<file path="src/spi_rate_consts.svh">
/*
 * Register offsets, field positions and reset values
 * for the serial peripheral rate, status and data registers.
 * Assumes an 8-bit register port with a 3-bit address.
 */
`ifndef SPI_RATE_CONSTS_SVH
`define SPI_RATE_CONSTS_SVH

`define ADDR_CONTROL_ONE   3'h0
`define ADDR_CONTROL_TWO   3'h1
`define ADDR_RATE          3'h2
`define ADDR_FLAGS         3'h3
`define ADDR_DATA          3'h5
`define ADDR_IRQ_STATUS    3'h6
`define ADDR_IRQ_MASK      3'h7

`define C1_TX_IRQ_EN       5
`define C1_MASTER          4
`define C1_SEL_OUT_EN      1
`define C1_LSB_FIRST       0
`define C2_FAULT_EN        4

`define RATE_PRE_HI        6
`define RATE_PRE_LO        4
`define RATE_DIV_HI        2
`define RATE_DIV_LO        0
`define RATE_MASK          8'h77

`define FLAG_RX_FULL       7
`define FLAG_TX_EMPTY      5
`define FLAG_MODE_FAULT    4

`define EVT_RX_FULL        0
`define EVT_TX_EMPTY       1
`define EVT_MODE_FAULT     2

`define RESET_BYTE         8'h00
`define RESET_C1           8'h04
`define BITS_PER_XFER      4'h8
`endif

</file>
<file path="src/spi_rate_pkg.sv">
/*
 * Types shared by the serial rate, status and data block.
 * Assumes the constants header is compiled alongside.
 */
package spi_rate_pkg;
    typedef enum logic [1:0] {
        XF_IDLE,
        XF_LEAD,
        XF_TRAIL
    } xfer_state_t;
    typedef logic [7:0] byte_t;
endpackage : spi_rate_pkg

</file>
<file path="src/spi_rate_status_data_regs.sv">
/*
 * Serial peripheral core: bit rate divider, status flags, double
 * buffered data register, master shifter and interrupt.
 * Assumes one 100 MHz bus clock, a synchronous active-high reset,
 * and a single-cycle strobe register port with read data one cycle
 * after the read strobe. Link pins are sampled through three flops.
 */
// Functional notes
// - Bits 6:4 of rate register pick one of eight prescale divisors.
// - Bits 2:0 pick one of eight rate divisors giving master bit clock.
// - Rate register may be read or written at any time.
// - Receive-full set at transfer end; flag read then data read clears.
// - Transmit-empty set while room; flag read then data write clears.
// - Data writes without prior flag read showing empty are dropped.
// - Interrupt raised while transmit-empty and its enable are both set.
// - Byte entering shifter sets transmit-empty; idle within two cycles.
// - At byte end a queued byte loads the shifter, else nothing moves.
// - Mode fault on select low if master, fault on, select out off.
// - Mode fault cleared only by flag read then control one write.
// - Data reads give receive buffer, writes load transmit; resets zero.
// - In master mode loading transmit buffer starts a transfer.
// - Overrun keeps the old receive byte and drops the new one.
// - Eight bits exchanged per transfer, then byte to receive buffer.
// - Most significant bit first unless lsb-first enable is set.
// - No flag or indication is given on receive overrun.
`timescale 1ns/1ps
`include "spi_rate_consts.svh"
module spi_rate_status_data_regs (
    // Clock and reset
    input  wire logic              sys_clk_i,
    input  wire logic              rst_i,
    // Register port
    input  wire logic [2:0]        reg_addr_i,
    input  wire spi_rate_pkg::byte_t reg_wdata_i,
    input  wire logic              reg_wr_i,
    input  wire logic              reg_rd_i,
    output spi_rate_pkg::byte_t    reg_rdata_o,
    // Serial link
    output logic                   serial_clock_o,
    output logic                   mosi_o,
    input  wire logic              miso_i,
    input  wire logic              sel_n_i,
    output logic                   sel_n_o,
    output logic                   sel_n_oe_o,
    // Interrupt
    output logic                   irq_o
);
    import spi_rate_pkg::*;

    byte_t       ctrl1_q;
    byte_t       ctrl2_q;
    byte_t       rate_q;
    byte_t       tx_buf_q;
    byte_t       rx_buf_q;
    byte_t       shift_q;
    byte_t       rdata_q;
    logic        tx_full_q;
    logic        rx_full_q;
    logic        fault_q;
    logic        rx_armed_q;
    logic        tx_armed_q;
    logic        fault_armed_q;
    logic [2:0]  evt_q;
    logic [2:0]  mask_q;
    logic [2:0]  miso_sync_q;
    logic [2:0]  sel_sync_q;
    logic        sel_stable_q;
    logic [2:0]  pre_cnt_q;
    logic [7:0]  div_cnt_q;
    logic [3:0]  bit_cnt_q;
    logic        sample_q;
    xfer_state_t state_q;

    logic        master;
    logic        fault_watch;
    logic        half_tick;
    logic        xfer_done;
    logic        load_shift;
    logic        data_wr_ok;
    logic [2:0]  pre_max;
    logic [7:0]  div_max;
    logic        sel_fall;

    assign master      = ctrl1_q[`C1_MASTER];
    assign fault_watch = master && ctrl2_q[`C2_FAULT_EN]
                         && !ctrl1_q[`C1_SEL_OUT_EN];

    // Prescale divisor is 1..8 bus cycles, rate divisor is 2..256 prescaled ticks
    assign pre_max = rate_q[`RATE_PRE_HI:`RATE_PRE_LO];
    // Half a bit period is 2^n prescaled ticks
    assign div_max = 8'(8'h01 << rate_q[`RATE_DIV_HI:`RATE_DIV_LO])
                     - 8'h01;

    // Register writes; rate stays writable mid transfer
    always_ff @(posedge sys_clk_i) begin
        if (rst_i) begin
            ctrl1_q <= `RESET_C1;
            ctrl2_q <= `RESET_BYTE;
            rate_q  <= `RESET_BYTE;
            mask_q  <= 3'h0;
        end else if (reg_wr_i) begin
            if (reg_addr_i == `ADDR_CONTROL_ONE) begin
                ctrl1_q <= reg_wdata_i;
            end else if (reg_addr_i == `ADDR_CONTROL_TWO) begin
                ctrl2_q <= reg_wdata_i;
            end else if (reg_addr_i == `ADDR_RATE) begin
                rate_q <= reg_wdata_i & `RATE_MASK;
            end else if (reg_addr_i == `ADDR_IRQ_MASK) begin
                mask_q <= reg_wdata_i[2:0];
            end
        end
    end

    // Link inputs: a select change counts once stages two and three agree
    always_ff @(posedge sys_clk_i) begin
        if (rst_i) begin
            miso_sync_q  <= 3'h0;
            sel_sync_q   <= 3'h7;
            sel_stable_q <= 1'b1;
        end else begin
            miso_sync_q <= {miso_sync_q[1:0], miso_i};
            sel_sync_q  <= {sel_sync_q[1:0], sel_n_i};
            if (sel_sync_q[1] == sel_sync_q[2]) begin
                sel_stable_q <= sel_sync_q[2];
            end
        end
    end
    assign sel_fall = sel_stable_q && (sel_sync_q[1] == sel_sync_q[2])
                      && !sel_sync_q[2];

    // Bit clock divider: one enable pulse per half bit period
    always_ff @(posedge sys_clk_i) begin
        if (rst_i || state_q == XF_IDLE) begin
            pre_cnt_q <= 3'h0;
            div_cnt_q <= 8'h00;
        end else if (pre_cnt_q >= pre_max) begin
            pre_cnt_q <= 3'h0;
            div_cnt_q <= (div_cnt_q >= div_max) ? 8'h00 : div_cnt_q + 8'h01;
        end else begin
            pre_cnt_q <= pre_cnt_q + 3'h1;
        end
    end
    assign half_tick = (state_q != XF_IDLE) && (pre_cnt_q >= pre_max)
                       && (div_cnt_q >= div_max);

    // Armed bits remember a status read that saw the flag set
    always_ff @(posedge sys_clk_i) begin
        if (rst_i) begin
            rx_armed_q    <= 1'b0;
            tx_armed_q    <= 1'b0;
            fault_armed_q <= 1'b0;
        end else begin
            if (reg_rd_i && reg_addr_i == `ADDR_FLAGS) begin
                rx_armed_q    <= rx_full_q;
                tx_armed_q    <= !tx_full_q;
                fault_armed_q <= fault_q;
            end
            if (reg_rd_i && reg_addr_i == `ADDR_DATA) begin
                rx_armed_q <= 1'b0;
            end
            if (reg_wr_i && reg_addr_i == `ADDR_DATA) begin
                tx_armed_q <= 1'b0;
            end
            if (reg_wr_i && reg_addr_i == `ADDR_CONTROL_ONE) begin
                fault_armed_q <= 1'b0;
            end
        end
    end

    // A write without the flag-read permission vanishes without a trace
    assign data_wr_ok = reg_wr_i && reg_addr_i == `ADDR_DATA
                        && tx_armed_q && !tx_full_q;
    // A queued byte takes over in the cycle the last one ends, so the
    // link never pauses between back-to-back bytes
    assign load_shift = tx_full_q && master
                        && (state_q == XF_IDLE || xfer_done);
    assign xfer_done  = half_tick && state_q == XF_TRAIL
                        && bit_cnt_q == `BITS_PER_XFER - 4'h1;

    // Transmit buffer; its emptiness is the transmit-empty flag
    always_ff @(posedge sys_clk_i) begin
        if (rst_i) begin
            tx_buf_q  <= `RESET_BYTE;
            tx_full_q <= 1'b0;
        end else if (data_wr_ok) begin
            tx_buf_q  <= reg_wdata_i;
            tx_full_q <= 1'b1;
        end else if (load_shift) begin
            tx_full_q <= 1'b0;
        end
    end

    // Master shifter: lead edge samples, trail edge shifts
    always_ff @(posedge sys_clk_i) begin
        if (rst_i) begin
            state_q   <= XF_IDLE;
            shift_q   <= `RESET_BYTE;
            bit_cnt_q <= 4'h0;
            sample_q  <= 1'b0;
        end else if (load_shift) begin
            state_q   <= XF_LEAD;
            shift_q   <= tx_buf_q;
            bit_cnt_q <= 4'h0;
        end else begin
            case (state_q)
                XF_IDLE: begin
                    bit_cnt_q <= 4'h0;
                end
                XF_LEAD: begin
                    if (half_tick) begin
                        sample_q <= miso_sync_q[2];
                        state_q  <= XF_TRAIL;
                    end
                end
                XF_TRAIL: begin
                    if (half_tick) begin
                        if (ctrl1_q[`C1_LSB_FIRST]) begin
                            shift_q <= {sample_q, shift_q[7:1]};
                        end else begin
                            shift_q <= {shift_q[6:0], sample_q};
                        end
                        bit_cnt_q <= bit_cnt_q + 4'h1;
                        state_q   <= xfer_done ? XF_IDLE : XF_LEAD;
                    end
                end
                default: state_q <= XF_IDLE;
            endcase
        end
    end

    // Receive buffer; an overrun keeps the old byte silently
    always_ff @(posedge sys_clk_i) begin
        if (rst_i) begin
            rx_buf_q  <= `RESET_BYTE;
            rx_full_q <= 1'b0;
        end else if (xfer_done && !rx_full_q) begin
            rx_full_q <= 1'b1;
            if (ctrl1_q[`C1_LSB_FIRST]) begin
                rx_buf_q <= {sample_q, shift_q[7:1]};
            end else begin
                rx_buf_q <= {shift_q[6:0], sample_q};
            end
        end else if (!xfer_done && rx_armed_q && reg_rd_i
                     && reg_addr_i == `ADDR_DATA) begin
            rx_full_q <= 1'b0;
        end
    end
    // Nothing records the dropped byte

    // Mode fault: set beats clear
    always_ff @(posedge sys_clk_i) begin
        if (rst_i) begin
            fault_q <= 1'b0;
        end else if (fault_watch && sel_fall) begin
            fault_q <= 1'b1;
        end else if (fault_armed_q && reg_wr_i
                     && reg_addr_i == `ADDR_CONTROL_ONE) begin
            fault_q <= 1'b0;
        end
    end

    // Sticky event bits, cleared by reading the event register
    always_ff @(posedge sys_clk_i) begin
        if (rst_i) begin
            evt_q <= 3'h0;
        end else begin
            if (reg_rd_i && reg_addr_i == `ADDR_IRQ_STATUS) begin
                evt_q <= 3'h0;
            end
            if (xfer_done && !rx_full_q) begin
                evt_q[`EVT_RX_FULL] <= 1'b1;
            end
            if (load_shift) begin
                evt_q[`EVT_TX_EMPTY] <= 1'b1;
            end
            if (fault_watch && sel_fall) begin
                evt_q[`EVT_MODE_FAULT] <= 1'b1;
            end
        end
    end

    assign irq_o = (!tx_full_q && ctrl1_q[`C1_TX_IRQ_EN])
                   || |(evt_q & mask_q);

    // Read data, one cycle after the strobe
    always_ff @(posedge sys_clk_i) begin
        if (rst_i) begin
            rdata_q <= `RESET_BYTE;
        end else if (reg_rd_i) begin
            if (reg_addr_i == `ADDR_CONTROL_ONE) begin
                rdata_q <= ctrl1_q;
            end else if (reg_addr_i == `ADDR_CONTROL_TWO) begin
                rdata_q <= ctrl2_q;
            end else if (reg_addr_i == `ADDR_RATE) begin
                rdata_q <= rate_q;
            end else if (reg_addr_i == `ADDR_FLAGS) begin
                rdata_q <= {rx_full_q, 1'b0, !tx_full_q, fault_q,
                            4'h0};
            end else if (reg_addr_i == `ADDR_DATA) begin
                rdata_q <= rx_buf_q;
            end else if (reg_addr_i == `ADDR_IRQ_STATUS) begin
                rdata_q <= {5'h00, evt_q};
            end else if (reg_addr_i == `ADDR_IRQ_MASK) begin
                rdata_q <= {5'h00, mask_q};
            end else begin
                rdata_q <= `RESET_BYTE;
            end
        end else begin
            rdata_q <= `RESET_BYTE;
        end
    end
    assign reg_rdata_o = rdata_q;

    // Link outputs; select out only drives with fault detect and output on
    assign serial_clock_o = (state_q == XF_TRAIL);
    assign mosi_o     = ctrl1_q[`C1_LSB_FIRST] ? shift_q[0] : shift_q[7];
    assign sel_n_o    = (state_q == XF_IDLE);
    assign sel_n_oe_o = master && ctrl2_q[`C2_FAULT_EN]
                        && ctrl1_q[`C1_SEL_OUT_EN];
endmodule : spi_rate_status_data_regs

</file>
<file path="config.mk">
export PLATFORM = sky130hd
export DESIGN_NAME = spi_rate_status_data_regs
export DESIGN_NICKNAME = d
export VERILOG_FILES = /design/src/spi_rate_pkg.sv /design/src/spi_rate_status_data_regs.sv
export VERILOG_INCLUDE_DIRS = /design/src
export SDC_FILE = /design/constraint.sdc
export NUM_CORES = 1
export LEC_CHECK = 0
export BUFFER_PORTS_ARGS = -buffer_cell sky130_fd_sc_hd__buf_2
export CAP_MARGIN = 10
export CORE_ASPECT_RATIO = 0.6
export CORE_MARGIN = 8
export CORE_UTILIZATION = 60
export DETAILED_ROUTE_END_ITERATION = 10
export HOLD_SLACK_MARGIN = 0.15
export PLACE_DENSITY = 0.82
export SLEW_MARGIN = 20
export SYNTH_ARGS = -nofsm -noshare
export SYNTH_HDL_FRONTEND = slang
export SYNTH_SLANG_ARGS = --single-unit
</file>
<file path="constraint.sdc">
create_clock -name sys_clk_i -period 2.95 [get_ports sys_clk_i]
set_input_delay 0.59 -clock sys_clk_i [delete_from_list [all_inputs] [get_ports sys_clk_i]]
set_output_delay 0.59 -clock sys_clk_i [all_outputs]
set_load 0.02 [all_outputs]
</file>
==> run metrics <==
startpoint types=flip-flop; max-cap violation count=0; CP peak stage delay=540 ps; worst skew pair latency=about 350 ps; CTS HTree Levels=3; vias in the first global route=3187; Synth area leaders=dfxtp_1 44%, mux2i_1 8.3%, nor2_1 6.2%; antenna-violating nets left=0; Post-Synthesis Cells=around 480; fill count=slightly above 500; WL final=a little over 10000 um; outcome=finished, final reports clean; Starting Density=0.619; #FFs+latches synth=between 90 and 100; Final GP Congestion=~0.88; period utilisation layout=0.889; Post-DP Area=4340 um^2; Fin. Hold Viols=0; Area Growth Syn to Fin=12.6%; Post-synth EDFFs=0; Antenna Diode Count=0; max-slew violations=0; Netlist cell types=52; max frequency=approximately 0.38 GHz; DP Wirelength=roughly 7500 um; PD cells=between 500 and 600 nW/um^2; dominant cell type by area after synthesis=dfxtp_1; TritonCTS Buffers=9; wire per inst=between 15 and 20 um; first-pass GRT wire length=16100 um; Max VDD drop=around 0.0004 V; Tmin final=around 2600 ps; CP Buf/Inv Count=1; initial DRC count=between 400 and 500; via count=about 3500; Switch Pwr=between 600 and 700 uW; synthesized cell area=4120 um^2; DRT Pass-1 Iters=5; CTS clock-pin slew for the worst setup and hold paths=70 ps; CP endpoint kind=flip-flop; Post-Syn Area per Cell=around 8.6 um^2; Final #Nets=between 500 and 600; unrepaired setup endpoints after global routing=false; Comb power frac=0.057; CP max FO=16; Tightest Hold Check Type=reg -> reg; Top FF cell, synth=dfxtp_1; Clock Path Buffers=2; grt total ovfl=0; setup violators final=0; Final Non-Filler Cells=594; DRC errors left=0; Core ar.=between 6000 and 7000 um^2; Int Pwr=between 1.5 and 2 mW; type of the worst setup path=reg -> reg; initial antenna violation count=0; port buffer count=29; Seq/Total Area, Yosys=0.442; crit-path cells=or3_1 > ha_1 > a31oi_1 > nor2b_1 > o21a_1 > o21ai_0 > a211oi_2 > buf_12 > a211o_1 > a21oi_1; P_leak=1.70 nW; FFs w/ async S/R, synth=0; synth warn=0; Hold Buf Count CTS=0; Placed Cells=between 500 and 600; setup bufs post-CTS=0; CTS sink count=~90; clock power share=0.453; Max-slew headroom=0.513; largest net degree at the start of global routing=between 40 and 50; Commonest cells post-synth=91 x dfxtp_1, 68 x nor2_1, 62 x nand2_1; top cell type's share of synthesized area=0.442; worst reg2reg setup slack=~330 ps; count leader, synth=dfxtp_1; IO Pins=30; Rows=23; Seq pwr share=0.490; Critical Path RT=about 3200 ps; setup TNS=0 ps; pin slew with the least headroom to its limit=728 ps; post-synthesis net count=between 500 and 600; Largest delay share family, worst path=compound AO/OA/AOI/OAI gates; full die area=9860 um^2; clock root cell=clkbuf_16; clk_skew=roughly 5.6 ps; Die Y=between 80 and 90 um; vias per cell=slightly below 6; CP max stage cell=a211oi_2; Die W=about 120 um; post_cts resized=0; fin area=~4600 um^2; Sw Ratio=0.236; layout cells sized above 1=0.136; Total GRT Usage=0.213; Worst EP arrival=between 2000 and 3000 ps; CTS tree=done
-- logic make-up (layout without fill, tap and decap cells) --
kind of cell / count (synthesis) / in the layout / share of synthesized area
AND/OR/NAND/NOR: 184 / 184 / 0.204
other: 1 / 1 / 0.000911
multiplexers: 35 / 35 / 0.0854
flip-flops: 91 / 91 / 0.442
AO/OA/AOI/OAI: 108 / 108 / 0.169
buffers and inverters: 37 / 66 / 0.0395
adder cells (fa/ha/maj): 14 / 14 / 0.0425
XOR/XNOR: 8 / 8 / 0.0170
-- path summary, 6_finish.rpt --
kind,cells past startpoint,startpoint,endpoint
worst min register to register,1,sel_sync_q[0],sel_sync_q[1]
worst min-delay path,1,sel_sync_q[0],sel_sync_q[1]
worst max register to register,10,rate_q[1],shift_q[5]
worst max-delay path,10,rate_q[1],shift_q[5]
-- cell usage in the layout (no fill, tap or decap), drive strengths merged, types with 4 or more instances in the layout --
master,n
mux2i,34
ha,14
inv,15
nand2,63
o21ai,22
dfxtp,91
nand3,8
xor2,5
buf,37
a21o,4
a211o,8
a21oi,45
clkbuf,9
a211oi,15
nor3,8
or2,4
nand4,7
nor2b,10
nor2,69
-- power groups by stage --
| stage | Combinational, mW | Sequential [mW] | Clock, mW |
|---|---|---|---|
| final | 0.145 | 1.25 | 1.16 |
| after detailed placement | 0.140 | 1.28 | 0 |
| after CTS | 0.141 | 1.25 | 1.17 |
| after global routing | 0.156 | 1.25 | 1.22 |
| after floorplan | 0.0906 | 1.28 | 0 |
| after global placement | 0.137 | 1.28 | 0 |
-- layer usage --
metal  wire length (um)  up-vias  track usage  part of all wire
li1                   -     1702            -                 -
met1               4630     1651        0.298              0.46
met2               4380      161        0.302              0.43
met3                974       27       0.0658             0.096
met4                184        0       0.0701             0.018
met5                  0        -            0                 0
-- stage by stage --
stage | hold WS (ps) | utilization | worst slack [ps] | total power [mW]
after CTS | 417 | 0.698 | 331 | 2.56
final | 415 | 0.698 | 326 | 2.56
after floorplan | 389 | - | 670 | 1.37
after global placement | 404 | 0.652 | 501 | 1.42
after global routing | 428 | 0.698 | 185 | 2.63
after detailed placement | 401 | 0.652 | 361 | 1.42
-- state kept, by name, summed over array words and instances, names as in the netlist, 2 cells and up --
signal,flops
evt_q,3
sel_sync_q,3
pre_cnt_q,3
state_q,2
rx_buf_q,8
div_cnt_q,8
tx_buf_q,8
reg_rdata_o,8
shift_q,8
mask_q,3
rate_q,6
ctrl2_q,8
miso_sync_q,3
bit_cnt_q,4
ctrl1_q,8
-- final cells by class --
class	count	area, um^2	area share
clock buffer	9	225	0.0486
clock inverter	7	76.3	0.0165
inverter	13	48.8	0.0105
multi-input combinational	350	2140	0.461
sequential	91	1820	0.393
tap	87	109	0.0235
timing repair buffer	37	218	0.0470
No activity file was read; power rests on OpenSTA's default activity.
